$ cat src/sarsc_pkg.sv
// constants shared by the converter sequence control block
package sarsc_pkg;
	// register byte addresses on the register bus
	localparam logic [3:0] ADDR_CTRL_STATUS = 4'h0;
	localparam logic [3:0] ADDR_RESULT_1 = 4'h4;
	localparam logic [3:0] ADDR_RESULT_2 = 4'h8;
	localparam logic [3:0] ADDR_RESULT_3 = 4'hC;
	localparam logic [5:0] ADDR_OPTIONS = 6'h10;
	localparam logic [5:0] ADDR_STOP_CTRL = 6'h14;
	localparam logic [5:0] ADDR_RESULT_4 = 6'h18;
	// control/status field positions
	localparam int CCF_BIT = 7;
	localparam int SCAN_BIT = 5;
	localparam int GROUP_CONVERT_SELECT_BIT = 4;
	// options field positions
	localparam int PWR_BIT = 7;
	localparam int CONVERTER_CLOCK_SELECT_BIT = 6;
	localparam int DLY_BIT = 4;
	localparam int UNIMP_BIT = 2;
	// options bits that software may write (bit 2 kept zero)
	localparam logic [7:0] OPTIONS_WMASK = 8'hFB;
	localparam logic [7:0] OPTIONS_RESET = 8'h10;
	localparam logic [7:0] CTRL_WMASK = 8'h3F;
	localparam logic [7:0] CTRL_RESET = 8'h00;
	// channel codes that select reserved sources
	localparam logic [3:0] CH_RES_LO = 4'h8;
	localparam logic [3:0] CH_RES_HI = 4'hB;
	localparam logic [3:0] CH_RES_TOP = 4'hF;
	// conversion timing in bus cycles
	localparam int SAMPLE_CYCLES = 12;
	localparam int BITS = 8;
	localparam int CONV_PER_SEQ = 4;
	// each bit waits out the comparator synchroniser before it is decided
	localparam int SYNC_STAGES = 2;
	localparam int TRIAL_CYCLES = BITS * (SYNC_STAGES + 1);
	// settling and stop-exit figures
	localparam int CLK_HZ = 10000000;
	localparam int PUMP_SETTLE_US = 100;
	localparam int PUMP_SETTLE_CYC = PUMP_SETTLE_US * (CLK_HZ / 1000000);
	localparam int STOP_DELAY_CYC = 4000;
	localparam int STOP_FAST_CYC = 4;
	// bus responses
	localparam logic [1:0] RESP_OKAY = 2'h0;
	localparam logic [1:0] RESP_SLVERR = 2'h2;
	// sequencer states, gray between sample and trial
	typedef enum logic [1:0] {
		ST_IDLE = 2'b00,
		ST_SAMPLE = 2'b01,
		ST_TRIAL = 2'b11,
		ST_HOLD = 2'b10
	} sarsc_state_t;
endpackage

$ cat src/sarsc_bit_trial.sv
// bit-trial register: eight msb-first comparisons per conversion
`timescale 1ns/1ps
`default_nettype none
module sarsc_bit_trial #(
	parameter int WIDTH = 8
) (
	// clock and reset
	input wire logic aclk,
	input wire logic aresetn,
	// control
	input wire logic start,
	input wire logic step,
	// comparator: high when input is above the trial level
	input wire logic comp_above,
	// trial level to the dac and finished code
	output logic [WIDTH-1:0] trial,
	output logic [WIDTH-1:0] code
);
	logic [WIDTH-1:0] code_q;
	logic [WIDTH-1:0] mask_q;

	// trial level is the decided bits plus the bit under test
	assign trial = code_q | mask_q;
	assign code = code_q;

	// each step keeps or drops the bit under test, then moves one lower
	always_ff @(posedge aclk)
	begin
		if (!aresetn || start)
		begin
			code_q <= '0;
			mask_q <= {1'b1, {(WIDTH-1){1'b0}}};
		end
		else if (step)
		begin
			if (comp_above)
				code_q <= code_q | mask_q; // clamps at all ones
			mask_q <= mask_q >> 1;
		end
	end
endmodule
`default_nettype wire

$ cat src/sarsc_delay.sv
// settle counter: busy for a loaded number of cycles
`timescale 1ns/1ps
`default_nettype none
module sarsc_delay #(
	parameter int WIDTH = 13
) (
	// clock and reset
	input wire logic aclk,
	input wire logic aresetn,
	// load a count, counts down to zero
	input wire logic load,
	input wire logic [WIDTH-1:0] count,
	output logic busy
);
	logic [WIDTH-1:0] cnt_q;

	assign busy = (cnt_q != '0);

	// a fresh load restarts the wait
	always_ff @(posedge aclk)
	begin
		if (!aresetn)
			cnt_q <= '0;
		else if (load)
			cnt_q <= count;
		else if (busy)
			cnt_q <= cnt_q - 1'b1;
	end
endmodule
`default_nettype wire

$ cat src/sarsc_top.sv
// converter sequence control with an axi4-lite register slave
// Operation
// - eight msb-first comparisons per conversion
// - copy bit-trial code to assigned result
// - charge pump on only while powered up
// - four readable 8-bit result registers
// - results update only outside read cycles (here a copy may land on the same edge as a read capture)
// - clock select: 0 bus, 1 rc
// - groups of four, once or repeating
// - complete flag after fourth conversion
// - options bit 7 is power-up
// - stop exit: 4000 cycles or four
// - options bit 2 reads zero
// - sequence starts one cycle after write
// - low ref 00, high FF, clamps
// - sixteen sources, some codes reserved
// - group position selects result register
// - sample switch closed twelve cycles only
// - control write clears flag, restarts
// - scan repeats with rotation, else halts
// - single channel four times, or group
// - group mode ignores two low bits
//
// Local design decisions: the AXI4-Lite register port and the register offsets.
`timescale 1ns/1ps
`default_nettype none
module sarsc_top #(
	parameter int STOP_DELAY = sarsc_pkg::STOP_DELAY_CYC,
	parameter int PUMP_SETTLE = sarsc_pkg::PUMP_SETTLE_CYC
) (
	// clock and reset
	input wire logic aclk,
	input wire logic aresetn,
	// axi4-lite write address and data
	input wire logic [5:0] s_axi_awaddr,
	input wire logic s_axi_awvalid,
	output logic s_axi_awready,
	input wire logic [31:0] s_axi_wdata,
	input wire logic [3:0] s_axi_wstrb,
	input wire logic s_axi_wvalid,
	output logic s_axi_wready,
	// axi4-lite write response
	output logic [1:0] s_axi_bresp,
	output logic s_axi_bvalid,
	input wire logic s_axi_bready,
	// axi4-lite read
	input wire logic [5:0] s_axi_araddr,
	input wire logic s_axi_arvalid,
	output logic s_axi_arready,
	output logic [31:0] s_axi_rdata,
	output logic [1:0] s_axi_rresp,
	output logic s_axi_rvalid,
	input wire logic s_axi_rready,
	// analog front end
	input wire logic comp_above,
	output logic [3:0] mux_select,
	output logic sample_switch,
	output logic [7:0] dac_trial,
	output logic charge_pump_en,
	output logic rc_clock_select,
	// stop mode
	input wire logic stop_mode,
	output logic conv_ready
);
	// comparator and stop come from the analog side: two flops each
	logic comp_s1_q, comp_s2_q, stop_s1_q, stop_s2_q;
	always_ff @(posedge aclk)
	begin
		if (!aresetn)
		begin
			comp_s1_q <= 1'b0;
			comp_s2_q <= 1'b0;
			stop_s1_q <= 1'b0;
			stop_s2_q <= 1'b0;
		end
		else
		begin
			comp_s1_q <= comp_above;
			comp_s2_q <= comp_s1_q;
			stop_s1_q <= stop_mode;
			stop_s2_q <= stop_s1_q;
		end
	end

	// register state
	logic [7:0] ctrl_q, opt_q;
	logic ccf_q;
	logic [7:0] result_q [sarsc_pkg::CONV_PER_SEQ];

	// write channel capture: address and data may come in either order
	logic aw_have_q, w_have_q;
	logic [5:0] aw_addr_q;
	logic [31:0] w_data_q;
	logic [3:0] w_strb_q;
	logic bvalid_q;
	logic wr_fire;
	assign s_axi_awready = !aw_have_q && !bvalid_q;
	assign s_axi_wready = !w_have_q && !bvalid_q;
	assign wr_fire = aw_have_q && w_have_q && !bvalid_q;
	assign s_axi_bvalid = bvalid_q;

	// address decode helpers
	function automatic logic addr_hit(input logic [5:0] a, input logic [5:0] r);
		addr_hit = (a[5:2] == r[5:2]);
	endfunction
	logic wr_ctrl, wr_opt, wr_known;
	assign wr_ctrl = wr_fire && addr_hit(aw_addr_q, 6'(sarsc_pkg::ADDR_CTRL_STATUS))
		&& w_strb_q[0];
	assign wr_opt = wr_fire && addr_hit(aw_addr_q, sarsc_pkg::ADDR_OPTIONS)
		&& w_strb_q[0];
	// results are read-only; writes to them are accepted and ignored
	assign wr_known = addr_hit(aw_addr_q, 6'(sarsc_pkg::ADDR_CTRL_STATUS))
		|| addr_hit(aw_addr_q, sarsc_pkg::ADDR_OPTIONS)
		|| addr_hit(aw_addr_q, 6'(sarsc_pkg::ADDR_RESULT_1))
		|| addr_hit(aw_addr_q, 6'(sarsc_pkg::ADDR_RESULT_2))
		|| addr_hit(aw_addr_q, 6'(sarsc_pkg::ADDR_RESULT_3))
		|| addr_hit(aw_addr_q, sarsc_pkg::ADDR_RESULT_4);

	always_ff @(posedge aclk)
	begin
		if (!aresetn)
		begin
			aw_have_q <= 1'b0;
			w_have_q <= 1'b0;
			aw_addr_q <= '0;
			w_data_q <= '0;
			w_strb_q <= '0;
			bvalid_q <= 1'b0;
			s_axi_bresp <= sarsc_pkg::RESP_OKAY;
		end
		else
		begin
			if (s_axi_awvalid && s_axi_awready)
			begin
				aw_have_q <= 1'b1;
				aw_addr_q <= s_axi_awaddr;
			end
			if (s_axi_wvalid && s_axi_wready)
			begin
				w_have_q <= 1'b1;
				w_data_q <= s_axi_wdata;
				w_strb_q <= s_axi_wstrb;
			end
			if (wr_fire)
			begin
				aw_have_q <= 1'b0;
				w_have_q <= 1'b0;
				bvalid_q <= 1'b1;
				s_axi_bresp <= wr_known ? sarsc_pkg::RESP_OKAY
					: sarsc_pkg::RESP_SLVERR;
			end
			else if (s_axi_bready)
				bvalid_q <= 1'b0;
		end
	end

	// read channel: one-cycle answer, data held until taken
	logic rvalid_q;
	logic [31:0] rd_word;
	logic rd_known;
	logic rd_fire;
	assign s_axi_arready = !rvalid_q;
	assign s_axi_rvalid = rvalid_q;
	assign rd_fire = s_axi_arvalid && s_axi_arready;
	always_comb
	begin
		rd_word = '0;
		rd_known = 1'b1;
		if (addr_hit(s_axi_araddr, 6'(sarsc_pkg::ADDR_CTRL_STATUS)))
			rd_word[7:0] = {ccf_q, 1'b0, ctrl_q[5:0]};
		else if (addr_hit(s_axi_araddr, 6'(sarsc_pkg::ADDR_RESULT_1)))
			rd_word[7:0] = result_q[0];
		else if (addr_hit(s_axi_araddr, 6'(sarsc_pkg::ADDR_RESULT_2)))
			rd_word[7:0] = result_q[1];
		else if (addr_hit(s_axi_araddr, 6'(sarsc_pkg::ADDR_RESULT_3)))
			rd_word[7:0] = result_q[2];
		else if (addr_hit(s_axi_araddr, sarsc_pkg::ADDR_RESULT_4))
			rd_word[7:0] = result_q[3];
		else if (addr_hit(s_axi_araddr, sarsc_pkg::ADDR_OPTIONS))
			rd_word[7:0] = opt_q & sarsc_pkg::OPTIONS_WMASK;
		else if (addr_hit(s_axi_araddr, sarsc_pkg::ADDR_STOP_CTRL))
			rd_word[0] = conv_ready;
		else
			rd_known = 1'b0;
	end
	always_ff @(posedge aclk)
	begin
		if (!aresetn)
		begin
			rvalid_q <= 1'b0;
			s_axi_rdata <= '0;
			s_axi_rresp <= sarsc_pkg::RESP_OKAY;
		end
		else if (rd_fire)
		begin
			rvalid_q <= 1'b1;
			s_axi_rdata <= rd_word;
			s_axi_rresp <= rd_known ? sarsc_pkg::RESP_OKAY
				: sarsc_pkg::RESP_SLVERR;
		end
		else if (s_axi_rready)
			rvalid_q <= 1'b0;
	end

	// options and control registers; options bit 2 never stored
	always_ff @(posedge aclk)
	begin
		if (!aresetn)
		begin
			opt_q <= sarsc_pkg::OPTIONS_RESET;
			ctrl_q <= sarsc_pkg::CTRL_RESET;
		end
		else
		begin
			if (wr_opt)
				opt_q <= w_data_q[7:0] & sarsc_pkg::OPTIONS_WMASK;
			if (wr_ctrl)
				ctrl_q <= w_data_q[7:0] & sarsc_pkg::CTRL_WMASK;
		end
	end

	// power, pump and clock select straight from the options register
	logic powered;
	assign powered = opt_q[sarsc_pkg::PWR_BIT];
	assign charge_pump_en = powered;
	assign rc_clock_select = opt_q[sarsc_pkg::CONVERTER_CLOCK_SELECT_BIT];

	// pump settling after power-up and restart hold after stop
	logic pwr_prev_q, stop_prev_q, pump_busy, stop_busy;
	always_ff @(posedge aclk)
	begin
		if (!aresetn)
		begin
			pwr_prev_q <= 1'b0;
			stop_prev_q <= 1'b0;
		end
		else
		begin
			pwr_prev_q <= powered;
			stop_prev_q <= stop_s2_q;
		end
	end
	sarsc_delay #(.WIDTH(13)) u_pump_wait (
		.aclk(aclk),
		.aresetn(aresetn),
		.load(powered && !pwr_prev_q),
		.count(13'(PUMP_SETTLE)),
		.busy(pump_busy)
	);
	sarsc_delay #(.WIDTH(13)) u_stop_wait (
		.aclk(aclk),
		.aresetn(aresetn),
		.load(stop_prev_q && !stop_s2_q),
		.count(opt_q[sarsc_pkg::DLY_BIT] ? 13'(STOP_DELAY)
			: 13'(sarsc_pkg::STOP_FAST_CYC)),
		.busy(stop_busy)
	);
	// the previous-value flops cover the cycle before each counter loads,
	// so ready never shows high for one cycle at power-up or stop exit
	logic halted;
	assign halted = stop_s2_q || stop_prev_q || stop_busy;
	assign conv_ready = powered && pwr_prev_q && !pump_busy && !halted;

	// sequencer
	sarsc_pkg::sarsc_state_t state_q, state_d;
	logic [4:0] cyc_q;
	logic [1:0] slot_q;
	logic [1:0] ph_q;
	logic start_q, step;
	logic [7:0] code;
	logic scan, group_convert_select;
	assign scan = ctrl_q[sarsc_pkg::SCAN_BIT];
	assign group_convert_select = ctrl_q[sarsc_pkg::GROUP_CONVERT_SELECT_BIT];

	// group mode takes the two high bits and the slot as low bits
	assign mux_select = group_convert_select ? {ctrl_q[3:2], slot_q}
		: ctrl_q[3:0];
	assign sample_switch = (state_q == sarsc_pkg::ST_SAMPLE) && !halted
		&& powered;

	logic sample_done, trial_done, conv_done;
	assign sample_done = cyc_q == 5'(sarsc_pkg::SAMPLE_CYCLES - 1);
	assign trial_done = cyc_q == 5'(sarsc_pkg::TRIAL_CYCLES - 1);
	// a bit is decided only once its trial level has crossed the sync flops
	assign step = state_q == sarsc_pkg::ST_TRIAL
		&& ph_q == 2'(sarsc_pkg::SYNC_STAGES);
	assign conv_done = state_q == sarsc_pkg::ST_TRIAL && trial_done && !halted;

	// next state; stop suspends the current channel, which is resampled
	always_comb
	begin
		case (state_q)
			sarsc_pkg::ST_IDLE: state_d = sarsc_pkg::ST_IDLE;
			sarsc_pkg::ST_SAMPLE: state_d = sample_done ? sarsc_pkg::ST_TRIAL
				: sarsc_pkg::ST_SAMPLE;
			sarsc_pkg::ST_TRIAL: state_d = !trial_done ? sarsc_pkg::ST_TRIAL
				: (slot_q == 2'(sarsc_pkg::CONV_PER_SEQ - 1) && !scan)
				? sarsc_pkg::ST_IDLE : sarsc_pkg::ST_SAMPLE;
			sarsc_pkg::ST_HOLD: state_d = sarsc_pkg::ST_SAMPLE;
			default: state_d = sarsc_pkg::ST_IDLE;
		endcase
	end

	// trial phase: one decision every sync depth plus one cycles
	always_ff @(posedge aclk)
	begin
		if (!aresetn || state_q != sarsc_pkg::ST_TRIAL || step)
			ph_q <= '0;
		else
			ph_q <= ph_q + 2'h1;
	end

	// start is registered so sampling begins one cycle after the write
	always_ff @(posedge aclk)
	begin
		if (!aresetn)
		begin
			state_q <= sarsc_pkg::ST_IDLE;
			cyc_q <= '0;
			slot_q <= '0;
			start_q <= 1'b0;
		end
		else
		begin
			start_q <= wr_ctrl;
			if (wr_ctrl)
			begin
				state_q <= sarsc_pkg::ST_HOLD;
				cyc_q <= '0;
				slot_q <= '0;
			end
			else if (start_q || !powered)
			begin
				state_q <= powered ? sarsc_pkg::ST_SAMPLE : sarsc_pkg::ST_IDLE;
				cyc_q <= '0;
			end
			else if (halted && state_q != sarsc_pkg::ST_IDLE)
			begin
				state_q <= sarsc_pkg::ST_SAMPLE;
				cyc_q <= '0;
			end
			else
			begin
				state_q <= state_d;
				// fixed 12 + 24 cycles per conversion
				if (state_d != state_q)
					cyc_q <= '0;
				else
					cyc_q <= cyc_q + 5'h01;
				if (conv_done)
					slot_q <= slot_q + 2'h1; // rotates in scan
			end
		end
	end

	sarsc_bit_trial #(.WIDTH(sarsc_pkg::BITS)) u_trial (
		.aclk(aclk),
		.aresetn(aresetn),
		.start(state_q != sarsc_pkg::ST_TRIAL || halted),
		.step(step),
		.comp_above(comp_s2_q),
		.trial(dac_trial),
		.code(code)
	);

	// final bit folds into the code at the copy
	logic [7:0] final_code;
	assign final_code = comp_s2_q ? (code | 8'h01) : code;

	// result copy and read capture share the same rising clock edge:
	// the read captures rd_word from before the copy, so a copy never tears a read
	genvar gi;
	generate
		for (gi = 0; gi < sarsc_pkg::CONV_PER_SEQ; gi++)
		begin : g_res
			always_ff @(posedge aclk)
			begin
				if (!aresetn)
					result_q[gi] <= '0;
				else if (conv_done && slot_q == 2'(gi))
					result_q[gi] <= final_code;
			end
		end
	endgenerate

	// flag: set wins over the clear when both land together
	always_ff @(posedge aclk)
	begin
		if (!aresetn)
			ccf_q <= 1'b0;
		else if (conv_done && slot_q == 2'(sarsc_pkg::CONV_PER_SEQ - 1))
			ccf_q <= 1'b1;
		else if (wr_ctrl)
			ccf_q <= 1'b0;
	end
endmodule
`default_nettype wire

$ cat config.mk
export PLATFORM = sky130hd
export DESIGN_NAME = sarsc_top
export DESIGN_NICKNAME = d
export VERILOG_FILES = /design/src/sarsc_pkg.sv /design/src/sarsc_bit_trial.sv /design/src/sarsc_delay.sv /design/src/sarsc_top.sv
export SDC_FILE = /design/constraint.sdc
export NUM_CORES = 1
export LEC_CHECK = 0
export BUFFER_PORTS_ARGS = -buffer_cell sky130_fd_sc_hd__buf_2
export CAP_MARGIN = 15
export CORE_MARGIN = 5
export CORE_UTILIZATION = 52
export CTS_BUF_LIST = sky130_fd_sc_hd__clkbuf_8
export DETAILED_ROUTE_END_ITERATION = 12
export GPL_TIMING_DRIVEN = 0
export PLACE_DENSITY_LB_ADDON = 0.12
export SKIP_LAST_GASP = 1
export SLEW_MARGIN = 10
export SYNTH_ARGS = -nofsm -noshare
export SYNTH_HDL_FRONTEND = slang
export SYNTH_SLANG_ARGS = --single-unit
$ cat constraint.sdc
create_clock -name aclk -period 1.91 [get_ports aclk]
set_input_delay 0.0955 -clock aclk [delete_from_list [all_inputs] [get_ports aclk]]
set_output_delay 0.0955 -clock aclk [all_outputs]
set_load 0.01 [all_outputs]
==> results of run 1 <==
==> flip-flops by register name, indices dropped and copies added (netlist names), 2 cells and up <==
register / cells
aw_addr_q: 4
ctrl_q: 6
cyc_q: 5
opt_q: 7
ph_q: 2
result_q: 32
s_axi_rdata: 8
slot_q: 2
state_q: 2
u_pump_wait.cnt_q: 13
u_stop_wait.cnt_q: 13
u_trial.code: 8
u_trial.mask_q: 8
w_data_q: 8
==> stage by stage <==
step                      hold slack [ns]  setup slack [ns]  cells  setup TNS, ns
after CTS                         0.01770           -0.1679    913        -0.5887
after detailed placement           0.2908           -0.3346    854         -19.96
after global routing              0.07397           -0.2624    917         -2.517
after floorplan                    0.1956          0.009094    657              0
after global placement             0.2833           -0.3071    854         -16.77
final                             0.05600           -0.1706    917        -0.4211
==> layout make-up <==
cell class                 instances  share of cell area [%]
sequential                       133                   40.81
multi-input combinational        452                   39.09
timing repair buffer              90                   8.046
clock buffer                      17                   3.181
clock inverter                    15                   1.242
inverter                          18                  0.9525
buffer                            49                   4.252
tap                              143                   2.432
==> power by group through the flow <==
| stage | sequential [mW] | clock, mW | combinational, mW |
|---|---|---|---|
| floorplan | 3.48 | 0 | 1.59 |
| global placement | 3.52 | 0 | 1.90 |
| detailed placement | 3.54 | 0 | 1.95 |
| CTS | 3.55 | 2.00 | 2.27 |
| global route | 3.61 | 2.14 | 2.78 |
| finish | 3.57 | 1.96 | 2.52 |
==> worst register-to-register path: cells and delay by family (launching register included) <==
kind	cells	cell delay, ns
adders and majority gates	1	0.13
buffers and inverters	3	0.40
DFF	1	0.36
muxes	1	0.27
and+or+nand+nor	4	0.74
==> kinds of logic after synthesis <==
family,Yosys count
mux,25
flops,133
other cells,1
xor+xnor,17
simple gates,268
buf+inv,72
fa+ha+maj,10
compound gates,106
==> worst max path at each step <==
| stage | start | to | depth (start not counted) |
|---|---|---|---|
| after detailed placement | u_stop_wait.cnt_q[2] | result_q[3][1] | 5 |
| after CTS | u_stop_wait.cnt_q[11] | sample_switch | 5 |
| after floorplan | u_pump_wait.cnt_q[0] | s_axi_rdata[0] | 7 |
| after global routing | u_stop_wait.cnt_q[0] | conv_ready | 7 |
| after global placement | u_stop_wait.cnt_q[2] | result_q[3][1] | 5 |
| final | u_stop_wait.cnt_q[0] | conv_ready | 7 |
==> synthesized netlist by cell type (3+ instances only) <==
| master | number |
|---|---|
| a211oi_1 | 6 |
| a21o_1 | 3 |
| a21oi_1 | 52 |
| a22o_1 | 7 |
| a31oi_1 | 3 |
| and2_1 | 40 |
| and3_1 | 6 |
| buf_1 | 3 |
| buf_4 | 28 |
| clkbuf_1 | 20 |
| dfxtp_1 | 101 |
| edfxtp_1 | 32 |
| ha_1 | 10 |
| inv_1 | 17 |
| mux2i_1 | 23 |
| nand2_1 | 66 |
| nand2b_1 | 7 |
| nand3_1 | 18 |
| nand3b_1 | 3 |
| nand4_1 | 6 |
| nand4b_1 | 3 |
| nor2_1 | 64 |
| nor2b_1 | 9 |
| nor3_1 | 11 |
| nor3b_1 | 4 |
| nor4b_1 | 3 |
| o21ai_0 | 10 |
| o22ai_1 | 4 |
| or2_2 | 9 |
| or3_1 | 4 |
| xnor2_1 | 8 |
| xor2_1 | 9 |
==> per-layer routing <==
layer	vias to the layer above	GRT usage, %
met5	-	0
met4	0	7.977
met3	24	5.919
met2	137	33.73
met1	2251	24.21
li1	2401	-
==> timing repair <==
item | 4_1_cts | 5_1_grt
hold buffers | 19 | 0
setup endpoints to repair | 102 | 107
gates resized for setup | 28 | 31
gates cloned | 0 | 1
hold endpoints to repair | 18 | 0
pin swaps | 6 | 13
setup buffers | 10 | 6
==> metrics, run 1 <==
Clk pwr share=24.3%; WHS Endpoint=s_axi_rdata[0]; Worst setup SP type=flip-flop; Synth Instances=632; Syn Area/Cell=9.479 µm²; Tightest Hold Check Type=in -> reg; failing checks=negative setup slack; count of warnings emitted by yosys=0; Critical Path Max Stage Delay=0.36 ns; Layout Utilization=64.70%; commonest non-fill, non-tap cell in the layout=dfxtp_1; vias per std cell=5.249; post-synthesis compound-gate area fraction=11.13%; htree depth=4; mux cell area share after synthesis=4.219%; asr flop ratio synth=0%; CTS tree=built; number of buffers created by CTS=17; Worst R2R End=slot_q[1]; largest net degree at the start of global routing=17; Worst R2R Path Depth=9; cell taking the most area after synthesis=dfxtp_1; Seq pwr share=44.4%; first-pass GRT wire length=22690 µm; leakage=3.059 nW; number of global-route vias before repair=4744; register area=3002 µm²; Synth Area in XOR/XNOR=2.485%; total power=8.044 mW; Switching Power=2.705 mW; sequential area share after synthesis=49.79%; share of cells above drive strength 1=24.16%; Worst Hold Launch=s_axi_araddr[5]; CP Buf/Inv Count=3; initial antenna violation count=0; Die Span X=117.3 µm; Peak VDD IR=0.7914 mV; wire length on met1=5980 µm; Max Fclk=480.6 MHz; leading cell types in the layout, fill and taps excluded=dfxtp_1, nor2_1, nand2_1; fin nets=828; Setup crit end kind=primary output; simple-gate share of the synthesized area=23.79%; metal3 WL=736 µm; Avg WL per Cell=14.93 µm; crit path DAT=1.99 ns; worst hold stages=3; Multi-input gate area=2875 µm²; DRT iter0 DRCs=289; Synth area leaders=dfxtp_1, edfxtp_1, a21oi_1; Adder-Cell Fraction of Synth Area=2.089%; R2R Path Start=u_stop_wait.cnt_q[0]; Root Buffer Master=clkbuf_8; Tmin final=2.081 ns; maximum root-to-sink buffer count=2; Vias=4813; crit share post-route=108.9%; DIE HEIGHT=117.3 µm; GPL Wtd Cong=0.8187; max cap viols=0; Core Box Area=11370 µm²; Worst R2R Setup Slack=-0.11 ns; crit path max fanout=3; Main synth FF type=dfxtp_1; Internal=5.339 mW; fillers=960; initial core utilization=52.69%; worst skew pair latency=0.46 ns; combinational fraction of design power=31.3%; Post-synth EDFFs=32; WP data required=1.81 ns; design area=7356 µm²; first-pass iteration count of the detailed router=5; All-Layer GR Usage=20.13%; Crit path max-delay family=simple AND/OR/NAND/NOR gates; FP Rows=39; share of the synthesized area in the top cell type=33.75%; Slew Limit Fails=0; Sw Ratio=33.63%; PnR worst setup slack=-0.1706 ns; met2 WL=6680 µm; Clock Sinks=133; endpoints failing setup=5; HPWL Detailed=9603 µm; cell area power density=1094 nW/µm²; synthesized cell area=5991 µm²; ANT nets after route=0; final hold violations=0; crit-path cells=inv_4 -> ha_4 -> nor2b_4 -> nand4_4 -> buf_8 -> nor4_4 -> buf_2; Area growth syn-to-layout=22.79%; slew margin rel.=50.85%; Crit Path Category=reg -> out; worst slew pin tran=0.7295 ns; # IOs=114; Cell variety after synth=66; # DRC=0; area of placed instances=6534 µm²; largest family of logic cells by synthesized area=simple AND/OR/NAND/NOR gates; Final Skew=0.009659 ns; final wirelength=13690 µm; PortBufs=54; outcome=complete, but fails checks; FF+latch count, synth=133; GR Overflow Total=0; Die Footprint=13770 µm²; Ant. Diodes=0; CP max stage cell=dfxtp_4; RSZ-0062 raised after global routing=true; Clk pin slew, worst setup/hold paths=0.07 ns; Top Metal Used=met4
Note: power is estimated with default switching activity, not from simulation.
==> inputs of run 2 (changes only) <==
--- a/config.mk
+++ b/config.mk
@@ -6,13 +6,13 @@
 export NUM_CORES = 1
 export LEC_CHECK = 0
 export BUFFER_PORTS_ARGS = -buffer_cell sky130_fd_sc_hd__buf_2
-export CAP_MARGIN = 15
+export CAP_MARGIN = 20
 export CORE_MARGIN = 5
 export CORE_UTILIZATION = 52
 export CTS_BUF_LIST = sky130_fd_sc_hd__clkbuf_8
 export DETAILED_ROUTE_END_ITERATION = 12
 export GPL_TIMING_DRIVEN = 0
-export PLACE_DENSITY_LB_ADDON = 0.12
+export PLACE_DENSITY = 0.77
 export SKIP_LAST_GASP = 1
 export SLEW_MARGIN = 10
 export SYNTH_ARGS = -nofsm -noshare
==> run 2 against run 1 <==
Compared with the run above: the run still ends with negative setup slack left; total power is 9.3% higher; core utilization is 1.2 points higher; critical path depth is 1 lower; cell area is 1.8% higher; first-iteration DRC count is 39% higher; global-route usage is 0.44 points lower; via count is 0.91% higher; clock skew hardly changed; sequential cell count stayed put; maximum frequency is 2.8% higher; sequential share of layout area is 0.77 points lower; clock-buffer cell count stayed put.
==> metrics, run 2 (synthesis results as in run 1) <==
max cap viols=0; Switching Power=2.766 mW; PortBufs=54; Critical Path Max Stage Delay=0.36 ns; Die Span X=117.3 µm; Max Fclk=494.2 MHz; placed cells=854; max reg flops=32; leading cell types in the layout, fill and taps excluded=dfxtp_1, nand2_1, nor2_1; WP data required=1.81 ns; Clk pin slew, worst setup/hold paths=0.08 ns; Finished Layout Cells=917; Layout Utilization=65.85%; CP Buf/Inv Count=2; biggest registers after layout=result_q: 32 flops, u_pump_wait.cnt_q: 13 flops, u_stop_wait.cnt_q: 13 flops; Die Footprint=13770 µm²; Final Skew=0.009783 ns; final hold violations=0; HPWL Detailed=9672 µm; Clock Sinks=133; slew margin rel.=54.60%; crit path DAT=1.93 ns; metal3 WL=820 µm; combinational fraction of design power=29.7%; # DRC=0; Slew Limit Fails=0; design area=7487 µm²; Crit Path Category=reg -> out; number of global-route vias before repair=4745; wire length on met1=5921 µm; Peak VDD IR=0.9300 mV; crit path max fanout=2; total power=8.789 mW; crit-path cells=inv_2 -> ha_4 -> nor4b_4 -> nand4_1 -> nor4_4 -> buf_2; CTS tree=built; Vias=4857; PnR worst setup slack=-0.1134 ns; initial antenna violation count=0; Crit path max-delay family=simple AND/OR/NAND/NOR gates; DIE HEIGHT=117.3 µm; Tmin final=2.023 ns; FP Rows=39; GR Overflow Total=0; Ant. Diodes=0; maximum root-to-sink buffer count=2; RSZ-0062 raised after global routing=true; dpl ws=-0.3236 ns; Area growth syn-to-layout=24.98%; final setup TNS=-0.2721 ns; area of placed instances=6534 µm²; Avg WL per Cell=15.03 µm; share of cells above drive strength 1=24.68%; failing checks=negative setup slack; vias per std cell=5.297; endpoints failing setup=4; first-pass iteration count of the detailed router=5; # IOs=114; worst slew pin tran=0.6739 ns; All-Layer GR Usage=19.69%; Clk pwr share=29.7%; Largest Register=result_q; Core Box Area=11370 µm²; crit share post-route=105.9%; outcome=complete, but fails checks; Setup crit end kind=primary output; ANT nets after route=0; commonest non-fill, non-tap cell in the layout=dfxtp_1; Worst setup SP type=flip-flop; cell area power density=1174 nW/µm²; Root Buffer Master=clkbuf_8; first-pass GRT wire length=22490 µm; Sw Ratio=31.47%; Top Metal Used=met4; initial core utilization=52.69%; Seq pwr share=40.6%; CP max stage cell=nor4_4; GPL Wtd Cong=0.8213; final wirelength=13780 µm; number of buffers created by CTS=17; leakage=3.103 nW; DRT iter0 DRCs=403; Tightest Hold Check Type=in -> reg; htree depth=4; met2 WL=6710 µm; worst skew pair latency=0.43 ns; fin nets=828; largest net degree at the start of global routing=17; Worst Hold Slack=0.04649 ns; Internal=6.023 mW
run 2: final timing paths:
check        slack (ns)                    end  depth (start not counted)                 start
min                0.05         s_axi_rdata[0]                          4       s_axi_araddr[3]
max reg2reg       -0.08  u_pump_wait.cnt_q[11]                          6  u_pump_wait.cnt_q[0]
max               -0.11             conv_ready                          6  u_pump_wait.cnt_q[1]
min reg2reg        0.44              stop_s2_q                          1             stop_s1_q
run 2: metal layers:
layer	global-route usage (%)	up-vias
met5	0	-
met4	7.252	0
met3	5.438	23
met2	32.53	150
met1	24.57	2268
li1	-	2416
run 2: power by group through the flow:
stage | Clock, mW | Sequential (mW) | Combinational, mW
after floorplan | 0 | 3.48 | 1.59
after global placement | 0 | 3.52 | 1.86
after detailed placement | 0 | 3.54 | 1.96
after CTS | 2.63 | 3.53 | 2.34
after global routing | 2.76 | 3.61 | 2.86
final | 2.61 | 3.57 | 2.61
run 2: layout make-up:
type,instances,area (µm²)
fillers,916,3882
flip-flops and latches,133,2998
multi-input cells,452,2897
repair buffers,88,578.1
plain buffers,51,322.8
clock buffers,17,234.0
clock inverters,15,211.5
well taps,143,178.9
inverters,18,67.56
run 2: repair_timing:
item                                    in CTS  in global routing
hold buffers                                18                  0
pin swaps                                   10                  9
endpoints found under the hold margin       17                  0
setup buffers                               11                  6
resized for setup                           32                 30
endpoints found under the setup margin     101                 87
run 2: worst min-delay path: stages:
cell and delay [ns]:
buf_2 0.10, nor2b_1 0.07, nand4b_1 0.09, a211oi_1 0.06
==> inputs of run 3 (changes only) <==
--- a/config.mk
+++ b/config.mk
@@ -7,12 +7,14 @@
 export LEC_CHECK = 0
 export BUFFER_PORTS_ARGS = -buffer_cell sky130_fd_sc_hd__buf_2
 export CAP_MARGIN = 20
+export CORE_ASPECT_RATIO = 1.4
 export CORE_MARGIN = 5
-export CORE_UTILIZATION = 52
-export CTS_BUF_LIST = sky130_fd_sc_hd__clkbuf_8
+export CORE_UTILIZATION = 50
+export CTS_BUF_LIST = sky130_fd_sc_hd__clkbuf_16
+export CTS_CLUSTER_DIAMETER = 200
 export DETAILED_ROUTE_END_ITERATION = 12
 export GPL_TIMING_DRIVEN = 0
-export PLACE_DENSITY = 0.77
+export PLACE_DENSITY = 0.74
 export SKIP_LAST_GASP = 1
 export SLEW_MARGIN = 10
 export SYNTH_ARGS = -nofsm -noshare
==> run 3 against run 2 <==
Compared with the run above: the run still ends with negative setup slack left; via count rose by 1.6%; largest cell class unchanged; critical path type unchanged; cell count grew 1.1%; first-iteration DRC count fell by 37%; combinational power barely moved; global-route usage grew 0.95 points; clock power up 20%; die area is 3.9% higher; maximum frequency shrank 4.2%.
==> metrics, run 3 (synthesis results as in run 1) <==
outcome=complete, but fails checks; failing checks=negative setup slack; Tmin final=2.112 ns; vias per std cell=5.323; Core Box Area=11760 µm²; RSZ-0062 raised after global routing=true; first-pass GRT wire length=23410 µm; Tightest Hold Check Type=in -> reg; All-Layer GR Usage=20.64%; Crit Path Category=reg -> out; max reg flops=32; most used cell, CP=nor4_4; PortBufs=54; Final Skew=0.008360 ns; Die Span X=102.5 µm; Setup crit end kind=primary output; HPWL Detailed=10480 µm; # DRC=0; Slew Limit Fails=0; fin nets=834; ANT nets after route=0; FP Rows=47; worst skew pair latency=0.42 ns; slew margin rel.=52.13%; Die Footprint=14300 µm²; leading cell types in the layout, fill and taps excluded=dfxtp_1, nor2_1, nand2_1; final hold violations=0; commonest non-fill, non-tap cell in the layout=dfxtp_1; Clk pin slew, worst setup/hold paths=0.06 ns; Ant. Diodes=0; number of global-route vias before repair=4925; endpoints failing setup=44; Vias=4934; maximum root-to-sink buffer count=2; cell area power density=1214 nW/µm²; Worst Hold Slack=0.1093 ns; total power=9.325 mW; final wirelength=14970 µm; leakage=3.195 nW; PnR worst setup slack=-0.2015 ns; first-pass iteration count of the detailed router=5; DRT iter0 DRCs=254; Layout Utilization=65.31%; Critical Path Max Stage Delay=0.42 ns; # IOs=114; Area growth syn-to-layout=28.22%; largest net degree at the start of global routing=17; GR Overflow Total=0; WP data required=1.81 ns; crit path max fanout=5; crit share post-route=110.6%; CP max stage cell=nor4_4; Clock Sinks=133; crit-path cells=nor4_4 -> nand4_4 -> buf_8 -> nor4_4 -> buf_2; Worst setup SP type=flip-flop; crit path DAT=2.02 ns; worst slew pin tran=0.7105 ns; Avg WL per Cell=16.15 µm; initial antenna violation count=0; biggest registers after layout=result_q: 32 flops, u_pump_wait.cnt_q: 13 flops, u_stop_wait.cnt_q: 13 flops; Largest Register=result_q; Peak VDD IR=0.6131 mV; GPL Wtd Cong=0.9089; CTS tree=built; number of buffers created by CTS=17; initial core utilization=50.94%; max cap viols=0; Root Buffer Master=clkbuf_16; DIE HEIGHT=139.5 µm; Max Fclk=473.6 MHz; htree depth=4; share of cells above drive strength 1=25.51%; final setup TNS=-2.271 ns
==> run 3: changes by cell type in the layout (fill, tap and decap cells not counted), sizes merged <==
cell / delta
buf: +6
clkinvlp: -1
clkinv: +2
bufinv: -3
inv: +2
==> run 3: repair_timing <==
item / in CTS / in global routing
cloned: 0 / 1
hold endpoints to repair: 17 / 0
gates resized for setup: 28 / 39
pin swaps: 10 / 14
setup buffers: 12 / 10
endpoints found under the setup margin: 106 / 86
hold buffers: 18 / 0
==> run 3: path summary, 6_finish.rpt <==
kind,end,startpoint,cells past startpoint,slack (ns)
hold / removal,s_axi_rdata[0],s_axi_araddr[3],4,0.11
hold reg to reg,comp_s2_q,comp_s1_q,1,0.43
setup reg to reg,slot_q[1],u_stop_wait.cnt_q[11],7,-0.16
setup / recovery,conv_ready,u_stop_wait.cnt_q[11],5,-0.20
==> run 3: critical path, delay by kind of cell (launching register included) <==
| kind | cells | cell delay [ns] |
|---|---|---|
| buf+inv | 2 | 0.36 |
| flops | 1 | 0.33 |
| simple gates | 3 | 0.90 |
==> run 3: cell type report <==
class                           count  area [µm²]
Fill cell                         908        4080
Tap cell                          147       183.9
Buffer                             51       322.8
Multi-Input combinational cell    452        2927
Clock inverter                     15       138.9
Clock buffer                       17       425.4
Timing Repair Buffer               94       620.6
Inverter                           18       67.56
Sequential cell                   133        2995
==> run 3: per-layer routing <==
layer | vias to the layer above | global-route usage, % | part of all wire, %
met2 | 131 | 38.39 | 54
met1 | 2359 | 22.19 | 39
li1 | 2413 | - | -
met4 | 0 | 6.842 | 2.2
met5 | - | 0 | 0
met3 | 31 | 4.907 | 4.6
==> run 3: stage by stage <==
| stage | instance area (µm²) | cells | worst slack (ns) |
|---|---|---|---|
| floorplan | 6085 | 657 | 0.009094 |
| global placement | 6539 | 858 | -0.3184 |
| detailed placement | 6539 | 858 | -0.3917 |
| CTS | 7468 | 917 | -0.1558 |
| global route | 7681 | 927 | -0.2821 |
| finish | 7681 | 927 | -0.2015 |
==> run 3: power breakdown <==
group | internal, mW | switching [mW] | leakage, nW
Clock | 1.90 | 1.23 | 0.284
Sequential | 3.21 | 0.364 | 1.13
Combinational | 1.28 | 1.33 | 1.78
Total | 6.40 | 2.93 | 3.20
